File: src/ihp_pkg.sv
// Package for the host-side pin logic of the network controller.
// Assumes a single 25 MHz reference clock and an active-high async reset.
package ihp_pkg;

    // ****************************************************************
    // Timing
    // ****************************************************************
    localparam int          CLK_PERIOD_NS    = 40;
    localparam int          RST_MIN_NS       = 100;
    // Least time rounds up.
    localparam int          RST_FILT_CYC     = (RST_MIN_NS + CLK_PERIOD_NS - 1) / CLK_PERIOD_NS;
    localparam int          SK_PERIOD_NS     = 4000;
    localparam int          SK_HALF_CYC      = SK_PERIOD_NS / (2 * CLK_PERIOD_NS);

    // ****************************************************************
    // Widths and field layout
    // ****************************************************************
    localparam int          SK_CNT_W         = 6;
    localparam int          RST_CNT_W        = 2;
    localparam int          ADDR_W           = 20;
    localparam int          BASE_LO_BIT      = 4;
    localparam int          BASE_HI_BIT      = 15;
    localparam int          BASE_W           = BASE_HI_BIT - BASE_LO_BIT + 1;
    localparam int          SER_CMD_W        = 16;
    localparam int          SER_CNT_W        = 5;
    localparam int          COR_FUNC_EN_BIT  = 0;

    // ****************************************************************
    // Reset values
    // ****************************************************************
    localparam logic [ADDR_W-1:0] ADDR_RST   = 20'h00000;
    localparam logic [SER_CMD_W-1:0] SER_RST = 16'h0000;

    typedef enum logic [1:0] {IHP_SER_IDLE, IHP_SER_SHIFT, IHP_SER_DONE} ihp_ser_state_t;

endpackage : ihp_pkg

File: src/ihp_pin_logic.sv
// Host-side pin logic: reset filter, address latch, interrupt steering,
// 16-bit indications, strobe decode, serial configuration memory port.
// Assumes host strobes are asynchronous and the core supplies mode bits.
`timescale 1ns/1ps
module ihp_pin_logic
    import ihp_pkg::*;
(
    // Clock and reset
    input  wire logic                        ref_clk,
    input  wire logic                        rst,
    input  wire logic                        powerdown,
    output logic                             core_reset,
    // Mode straps and configuration
    input  wire logic                        rom_select_or_card_mode,
    input  wire logic                        bus_16bit,
    input  wire logic [1:0]                  irq_line_select,
    input  wire logic [7:0]                  base_addr_high,
    input  wire logic [7:0]                  cor_value,
    input  wire logic                        encoder_decoder,
    output logic                             card_mode,
    // Host bus
    input  wire logic [ihp_pkg::ADDR_W-1:0]  host_addr,
    input  wire logic                        byte_high_n,
    input  wire logic                        bale_or_we,
    input  wire logic                        aen_or_reg,
    input  wire logic                        card_enable_n,
    input  wire logic                        io_read_strobe_n,
    input  wire logic                        io_write_strobe_n,
    input  wire logic                        rom_read_strobe_n,
    output logic [ihp_pkg::ADDR_W-1:0]       latched_addr,
    output logic                             latched_byte_high_n,
    output logic                             io_read,
    output logic                             io_write,
    output logic                             rom_read,
    output logic                             cfg_write,
    output logic                             cfg_read,
    // Interrupt pins
    input  wire logic                        core_irq,
    output logic [3:0]                       isa_irq_line,
    output logic [3:0]                       isa_irq_line_oe,
    output logic                             io16_n,
    output logic                             io16_n_oe,
    // Serial configuration memory
    input  wire logic                        ser_start,
    input  wire logic [ihp_pkg::SER_CMD_W-1:0] ser_cmd,
    input  wire logic [ihp_pkg::SER_CNT_W-1:0] ser_len,
    output logic                             ser_done,
    output logic [ihp_pkg::SER_CMD_W-1:0]    ser_rdata,
    output logic                             serial_cfg_clock,
    output logic                             serial_cfg_select,
    output logic                             serial_cfg_dout,
    input  wire logic                        serial_cfg_din,
    // Switches and transmit pin
    input  wire logic [2:0]                  base_select_switch,
    output logic [2:0]                       base_select_value,
    input  wire logic                        tx_active,
    output logic                             tx_activity_led_n,
    output logic                             tx_enable_n
);
    import ihp_pkg::*;

    // ****************************************************************
    // Reset filter and mode strap
    // ****************************************************************
    // The pin reset is treated as a level: a glitch must not clear the core unless powerdown is high.
    logic                    rst_sync;
    logic [RST_FILT_CYC-2:0] rhist_ff, nxt_rhist;
    logic                    nxt_core_reset, nxt_card_mode;

    ihp_sync2 u_rst_sync (.ref_clk(ref_clk), .rst(1'b0), .din(rst), .dout(rst_sync));

    // A history of pin samples, not a counter: an unknown power-up value
    // is shifted out while the pin is held, so it needs no reset of its own.
    always_comb begin
        nxt_rhist      = {rhist_ff[RST_FILT_CYC-3:0], rst_sync};
        nxt_core_reset = rst_sync && (powerdown || (&rhist_ff));
        nxt_card_mode  = card_mode;
        // Strap is captured while reset is held and frozen at release.
        if (core_reset) begin
            nxt_card_mode = ~rom_select_or_card_mode;
        end
    end

    always_ff @(posedge ref_clk) begin
        rhist_ff   <= nxt_rhist;
        core_reset <= nxt_core_reset;
        card_mode  <= nxt_card_mode;
    end

    // ****************************************************************
    // Strobe synchronisers
    // ****************************************************************
    logic [3:0] strb_raw, strb_s;
    logic       bale_prev_ff;
    assign strb_raw = {bale_or_we, io_read_strobe_n, io_write_strobe_n, rom_read_strobe_n};

    genvar gi;
    generate
        for (gi = 0; gi < 4; gi++) begin : g_sync
            ihp_sync2 u_s (.ref_clk(ref_clk), .rst(rst), .din(strb_raw[gi]),
                           .dout(strb_s[gi]));
        end
    endgenerate

    // ****************************************************************
    // Address latch, decode and strobes
    // ****************************************************************
    logic [ADDR_W-1:0] nxt_latched_addr;
    logic              nxt_latched_bhe, nxt_io_read, nxt_io_write, nxt_rom_read;
    logic              nxt_cfg_write, nxt_cfg_read, isa_hit, card_sel;

    assign isa_hit  = !aen_or_reg &&
                      (latched_addr[BASE_HI_BIT:BASE_LO_BIT] ==
                       {base_addr_high, 4'h0});
    assign card_sel = !card_enable_n;

    always_comb begin
        nxt_latched_addr = latched_addr;
        nxt_latched_bhe  = latched_byte_high_n;
        if (!card_mode && bale_prev_ff && !strb_s[3]) begin
            nxt_latched_addr = host_addr;
            nxt_latched_bhe  = byte_high_n;
        end
        nxt_io_read   = card_mode ? (!strb_s[2] && !aen_or_reg && cor_value[COR_FUNC_EN_BIT])
                                  : (!strb_s[2] && isa_hit);
        nxt_io_write  = card_mode ? (!strb_s[1] && !aen_or_reg && cor_value[COR_FUNC_EN_BIT])
                                  : (!strb_s[1] && isa_hit);
        nxt_rom_read  = !card_mode && !strb_s[0] && !aen_or_reg;
        nxt_cfg_read  = card_mode && !strb_s[0] && card_sel && aen_or_reg == 1'b0;
        nxt_cfg_write = card_mode && !strb_s[3] && card_sel && aen_or_reg == 1'b0;
    end

    always_ff @(posedge ref_clk or posedge rst) begin
        if (rst) begin
            bale_prev_ff        <= 1'b1;
            latched_addr        <= ADDR_RST;
            latched_byte_high_n <= 1'b1;
            io_read             <= 1'b0;
            io_write            <= 1'b0;
            rom_read            <= 1'b0;
            cfg_read            <= 1'b0;
            cfg_write           <= 1'b0;
        end else begin
            bale_prev_ff        <= strb_s[3];
            latched_addr        <= nxt_latched_addr;
            latched_byte_high_n <= nxt_latched_bhe;
            io_read             <= nxt_io_read;
            io_write            <= nxt_io_write;
            rom_read            <= nxt_rom_read;
            cfg_read            <= nxt_cfg_read;
            cfg_write           <= nxt_cfg_write;
        end
    end

    // ****************************************************************
    // Interrupt pins and 16-bit indication
    // ****************************************************************
    logic [3:0] nxt_irq, nxt_irq_oe;
    logic       nxt_io16_n, nxt_io16_oe;

    always_comb begin
        nxt_irq    = 4'h0;
        nxt_irq_oe = 4'h0;
        if (card_mode) begin
            nxt_irq[0]    = ~core_irq;
            nxt_irq_oe[0] = 1'b1;
            nxt_irq[1]    = ~(card_sel && !strb_s[2]);
            nxt_irq_oe[1] = 1'b1;
        end else begin
            nxt_irq[irq_line_select]    = core_irq;
            nxt_irq_oe[irq_line_select] = 1'b1;
        end
        nxt_io16_n  = 1'b1;
        nxt_io16_oe = 1'b0;
        if (card_mode ? (bus_16bit && cor_value[COR_FUNC_EN_BIT] && !aen_or_reg)
                      : (bus_16bit && !aen_or_reg &&
                         host_addr[BASE_HI_BIT:BASE_LO_BIT] == {base_addr_high, 4'h0})) begin
            nxt_io16_n  = 1'b0;
            nxt_io16_oe = 1'b1;
        end
    end

    always_ff @(posedge ref_clk or posedge rst) begin
        if (rst) begin
            isa_irq_line    <= 4'h0;
            isa_irq_line_oe <= 4'h0;
            io16_n          <= 1'b1;
            io16_n_oe       <= 1'b0;
        end else begin
            isa_irq_line    <= nxt_irq;
            isa_irq_line_oe <= nxt_irq_oe;
            io16_n          <= nxt_io16_n;
            io16_n_oe       <= nxt_io16_oe;
        end
    end

    // ****************************************************************
    // Serial configuration memory
    // ****************************************************************
    ihp_ser_state_t          st_ff, nxt_st;
    logic [SK_CNT_W-1:0]     skc_ff, nxt_skc;
    logic [SER_CNT_W-1:0]    bits_ff, nxt_bits;
    logic [SER_CMD_W-1:0]    sh_ff, nxt_sh, nxt_rdata;
    logic                    nxt_sk, nxt_cs, nxt_do, nxt_done;
    logic                    half_tick;

    assign half_tick = (skc_ff == SK_CNT_W'(SK_HALF_CYC - 1));

    always_comb begin
        nxt_st    = st_ff;
        nxt_skc   = (st_ff == IHP_SER_SHIFT && !half_tick) ? skc_ff + 1'b1 : '0;
        nxt_bits  = bits_ff;
        nxt_sh    = sh_ff;
        nxt_rdata = ser_rdata;
        nxt_sk    = serial_cfg_clock;
        nxt_cs    = serial_cfg_select;
        nxt_do    = serial_cfg_dout;
        nxt_done  = 1'b0;
        unique case (st_ff)
            IHP_SER_IDLE: begin
                if (ser_start && ser_len != '0) begin
                    nxt_st   = IHP_SER_SHIFT;
                    nxt_cs   = 1'b1;
                    nxt_sh   = ser_cmd << (SER_CMD_W - ser_len);
                    nxt_bits = ser_len;
                    nxt_do   = nxt_sh[SER_CMD_W-1];
                end
            end
            IHP_SER_SHIFT: begin
                if (half_tick) begin
                    nxt_sk = ~serial_cfg_clock;
                    if (!serial_cfg_clock) begin
                        nxt_sh = {sh_ff[SER_CMD_W-2:0], serial_cfg_din};
                    end else begin
                        nxt_bits = bits_ff - 1'b1;
                        nxt_do   = sh_ff[SER_CMD_W-1];
                        if (bits_ff == SER_CNT_W'(1)) begin
                            nxt_st = IHP_SER_DONE;
                        end
                    end
                end
            end
            IHP_SER_DONE: begin
                nxt_cs    = 1'b0;
                nxt_do    = 1'b0;
                nxt_done  = 1'b1;
                nxt_rdata = sh_ff;
                nxt_st    = IHP_SER_IDLE;
            end
            default: nxt_st = IHP_SER_IDLE;
        endcase
    end

    always_ff @(posedge ref_clk or posedge rst) begin
        if (rst) begin
            st_ff             <= IHP_SER_IDLE;
            skc_ff            <= '0;
            bits_ff           <= '0;
            sh_ff             <= SER_RST;
            ser_rdata         <= SER_RST;
            ser_done          <= 1'b0;
            serial_cfg_clock  <= 1'b0;
            serial_cfg_select <= 1'b0;
            serial_cfg_dout   <= 1'b0;
        end else begin
            st_ff             <= nxt_st;
            skc_ff            <= nxt_skc;
            bits_ff           <= nxt_bits;
            sh_ff             <= nxt_sh;
            ser_rdata         <= nxt_rdata;
            ser_done          <= nxt_done;
            serial_cfg_clock  <= nxt_sk;
            serial_cfg_select <= nxt_cs;
            serial_cfg_dout   <= nxt_do;
        end
    end

    // ****************************************************************
    // Switches and transmit pin
    // ****************************************************************
    always_ff @(posedge ref_clk or posedge rst) begin
        if (rst) begin
            base_select_value <= 3'h7;
            tx_activity_led_n <= 1'b1;
            tx_enable_n       <= 1'b1;
        end else begin
            base_select_value <= base_select_switch;
            tx_activity_led_n <= !(tx_active && !encoder_decoder);
            tx_enable_n       <= !(tx_active && encoder_decoder);
        end
    end
endmodule // ihp_pin_logic

File: src/ihp_sync2.sv
// Two-stage synchroniser for one host-side level.
// Assumes the input is asynchronous to ref_clk.
`timescale 1ns/1ps
module ihp_sync2 (
    // Clock and reset
    input  wire logic ref_clk,
    input  wire logic rst,
    // Level
    input  wire logic din,
    output logic      dout
);
    logic meta_ff;

    // Only the second stage reads the first.
    always_ff @(posedge ref_clk or posedge rst) begin
        if (rst) begin
            meta_ff <= 1'b1;
            dout    <= 1'b1;
        end else begin
            meta_ff <= din;
            dout    <= meta_ff;
        end
    end
endmodule // ihp_sync2

File: config.mk
export PLATFORM = sky130hd
export DESIGN_NAME = ihp_pin_logic
export DESIGN_NICKNAME = d
export VERILOG_FILES = /design/src/ihp_pkg.sv /design/src/ihp_pin_logic.sv /design/src/ihp_sync2.sv
export SDC_FILE = /design/constraint.sdc
export NUM_CORES = 1
export LEC_CHECK = 0
export BUFFER_PORTS_ARGS = -buffer_cell sky130_fd_sc_hd__buf_2
export CAP_MARGIN = 15
export CORE_MARGIN = 5
export CORE_UTILIZATION = 36
export DETAILED_ROUTE_END_ITERATION = 10
export PLACE_DENSITY = 0.67
export SETUP_SLACK_MARGIN = 0.15
export SLEW_MARGIN = 40
export SYNTH_ARGS = -nofsm -noshare
export SYNTH_HDL_FRONTEND = slang
export SYNTH_SLANG_ARGS = --single-unit
File: constraint.sdc
create_clock -name ref_clk -period 4.8 [get_ports ref_clk]
set_input_delay 1.44 -clock ref_clk [delete_from_list [all_inputs] [get_ports ref_clk]]
set_output_delay 1.44 -clock ref_clk [all_outputs]
set_load 0.005 [all_outputs]
==> flow_summary_export.csv <==
group,metric,value,unit
layout,postLayoutCoreUtil,45.3,%
sta,setup_viol,0,
place,dpl.hpwl,9.67,mm
logic_synthesis,synthArstFlopShare,94.3,%
routing,viasPerCell,5.23,
critical_path,endpoint_kind,"flop",
critical_path,start_kind,"input pin",
routing,wl_per_cell,16.0,microns
pwr,p_per_area,471,nW/um^2
outcome,status,"completed",
critical_path,required,5.05,ns
global_routing,grt_max_degree,90,
routing,ant_nets,0,
layout,syn_to_final_growth,22.2,%
sta,period_minus_slack,3.81,ns
critical_path,crit_path_cell_trace,"buf_2 > inv_1 > ha_1 > nor3b_1 > ha_1 > inv_1 > nor2_1 > nand2_1 > a2111oi_0 > nor2_1 > a41oi_2",
floorplan,ios,142,
logic_synthesis,synthFlopType,"dfrtp_1",
sta,setup_slack,0.988,ns
logic_synthesis,synth_cells,464,
sta,finClkSkew,0.00837,ns
cts,htreeDepth,3,
routing,drt_iter0_drc,229,
routing,via_count,4058,
sta,clock.fmax,262,MHz
floorplan,die_h,130,microns
logic_synthesis,synth_edf_count,1,
place,port_buffers,134,
layout,mostFrequentLayoutCell,"buf_2",
cts,cts_tree,"done",
sta,drv_slew,0,
cts,ctsRootBufferMaster,"clkbuf_16",
critical_path,cp.arrival,4.07,ns
critical_path,critPathKind,"in -> reg",
place,place_congestion,0.859,
layout,stdcell_count,776,
floorplan,core_area,14000,sq um
pwr,vdd.ir_drop.worst,0.208,mV
routing,drt_pre_antenna_iters,4,
logic_synthesis,yosysWarningCount,0,
cts,numCtsBuffers,9,
cts,cts_resized,0,
global_routing,grt_antenna_before_repair,0,
cts,clk_latency,0.33,ns
logic_synthesis,syn_area,5180,sq um
critical_path,cpMaxStageDelayCell,"a2111oi_0",
place,placed_cell_area,6030,sq um
critical_path,slowest_delay,0.54,ns
cts,cts_sinks,105,
routing,drt-total-wl,12.4,mm
layout,mostFrequentLayoutCells,"buf_2 (134), dfrtp_1 (83), mux2_2 (44), nor2_1 (36), nand2_1 (36)",
routing,drc,0,
layout,final_area,6330,sq um
cts,post_cts_buffers,0,
floorplan,dieArea,16900,sq um
sta,hold_viol,0,
global_routing,grt_overflow,0,
global_routing,grt_pass1_wl,20.3,mm
sta,tightest_slew,0.697,ns
global_routing,grt.total_usage,14.9,%
sta,rsz0062_at_grt,"no",
cts,hold_buffers,0,
critical_path,crit_family,"compound AO/OA/AOI/OAI gates",
critical_path,cp_max_fo,22,
floorplan,num_rows,43,
logic_synthesis,ys_types,61,
place,placed_cells,760,
sta,period_share,79.4,%
flow_run,cap_violations,0,
logic_synthesis,ys_ff_latch,105,
logic_synthesis,synth_area_per_cell,11.2,sq um
cts,clkSlewWorstSetupHoldPaths,0.07,ns
logic_synthesis,ys_seq_area_share,50.7,%
layout,fin_nets,680,
pwr,leakagePower,2.91,nW
logic_synthesis,syn_nets,553,
place,pre_cts_ws,0.670,ns
sta,fin_tns_setup,0,ns
layout,diodes,0,
sta,relSlewSlack,52.9,%
floorplan,die_w,130,microns
cts,clockBufferDepth,2,
layout,drive_above_1_share,40.1,%
floorplan,start_util,37.1,%
critical_path,critical_path_buf_inv_count,3,
hold_path,hp-class,"reg -> reg",
global_routing,grt_pass1_vias,4119,
-- area by class of cell --
| class | count | area, sq um |
|---|---|---|
| Clock buffer | 10 | 239 |
| Clock inverter | 6 | 65.1 |
| Fill cell | 1310 | 7650 |
| Inverter | 16 | 67.6 |
| Multi-Input combinational cell | 318 | 2390 |
| Sequential cell | 105 | 2630 |
| Tap cell | 180 | 225 |
| Timing Repair Buffer | 141 | 723 |
-- where the power goes --
| group | internal (mW) | switching (mW) | leakage, nW |
|---|---|---|---|
| sequential | 1.11 | 0.151 | 1.26 |
| clock | 0.421 | 0.317 | 0.149 |
| combinational | 0.457 | 0.528 | 1.50 |
-- sequential cells by signal (all words and copies together), names as in the netlist, 2 cells and up --
register,count
base_select_value,3
bits_ff,5
g_sync.u_s.dout,4
g_sync.u_s.meta_ff,4
isa_irq_line,4
isa_irq_line_oe,4
latched_addr,20
rhist_ff,2
ser_rdata,16
sh_ff,16
skc_ff,6
st_ff,2
-- cell families (layout without fill, tap and decap cells) --
kind of cell,count (synthesis),count (layout),share of synthesized area [%]
simple gates,126,126,11.9
xor+xnor,24,24,4.34
fa+ha+maj,10,10,2.41
compound gates,97,97,12.8
flops,105,105,50.7
buf+inv,41,173,3.40
mux,61,61,14.4
-- per-stage QoR --
stage | hold WS, ns | total power [mW]
detailed placement | 0.319 | 2.28
CTS | 0.336 | 3.03
global placement | 0.318 | 2.24
global route | 0.338 | 3.20
finish | 0.333 | 2.98
floorplan | 0.310 | 1.92
-- worst paths after layout --
path,from,end,slack [ns],cells after the start
worst max-delay path,ser_len[0],sh_ff[13]$_DFFE_PP0P_,0.99,11
worst max register to register,st_ff[1]$_DFFE_PP0P_,sh_ff[9]$_DFFE_PP0P_,2.49,8
worst min register to register,u_rst_sync.meta_ff$_DFF_P_,u_rst_sync.dout$_DFF_P_,0.33,0
max in group asynchronous,rst,sh_ff[6]$_DFFE_PP0P_,3.02,3
worst min-delay path,u_rst_sync.meta_ff$_DFF_P_,u_rst_sync.dout$_DFF_P_,0.33,0
min in group asynchronous,rst,ser_rdata[7]$_DFFE_PP0P_,1.20,2
-- synthesized netlist by cell type, types with 4 or more instances --
library cell,n,area (sq um)
nand2b_1,5,31.3
mux4_2,5,113
nor3_1,7,35.0
a221oi_1,7,61.3
or2_2,4,25.0
xnor2_1,12,105
mux2i_1,11,110
o31ai_1,4,30.0
ha_1,10,125
mux2_2,44,495
inv_1,16,60.1
dfrtp_1,83,2080
o21ai_0,29,145
clkbuf_1,17,63.8
xor2_1,10,87.6
o2bb2ai_1,4,35.0
nand3_1,9,45.0
a32oi_1,5,43.8
dfstp_2,16,420
nand2_1,36,135
a21oi_1,19,95.1
nand4_1,7,43.8
nor2_1,36,135
dfxtp_1,5,100
-- layer usage --
layer | routed length (microns) | vias to the layer above | part of all wire (%) | track usage (%)
met5 | 0 | - | 0 | 0
met4 | 251 | 0 | 2.0 | 6.36
met3 | 901 | 22 | 7.3 | 2.42
li1 | - | 1938 | - | -
met2 | 5900 | 152 | 48 | 25.0
met1 | 5330 | 1946 | 43 | 19.2
(Power assumes the default switching activity.)
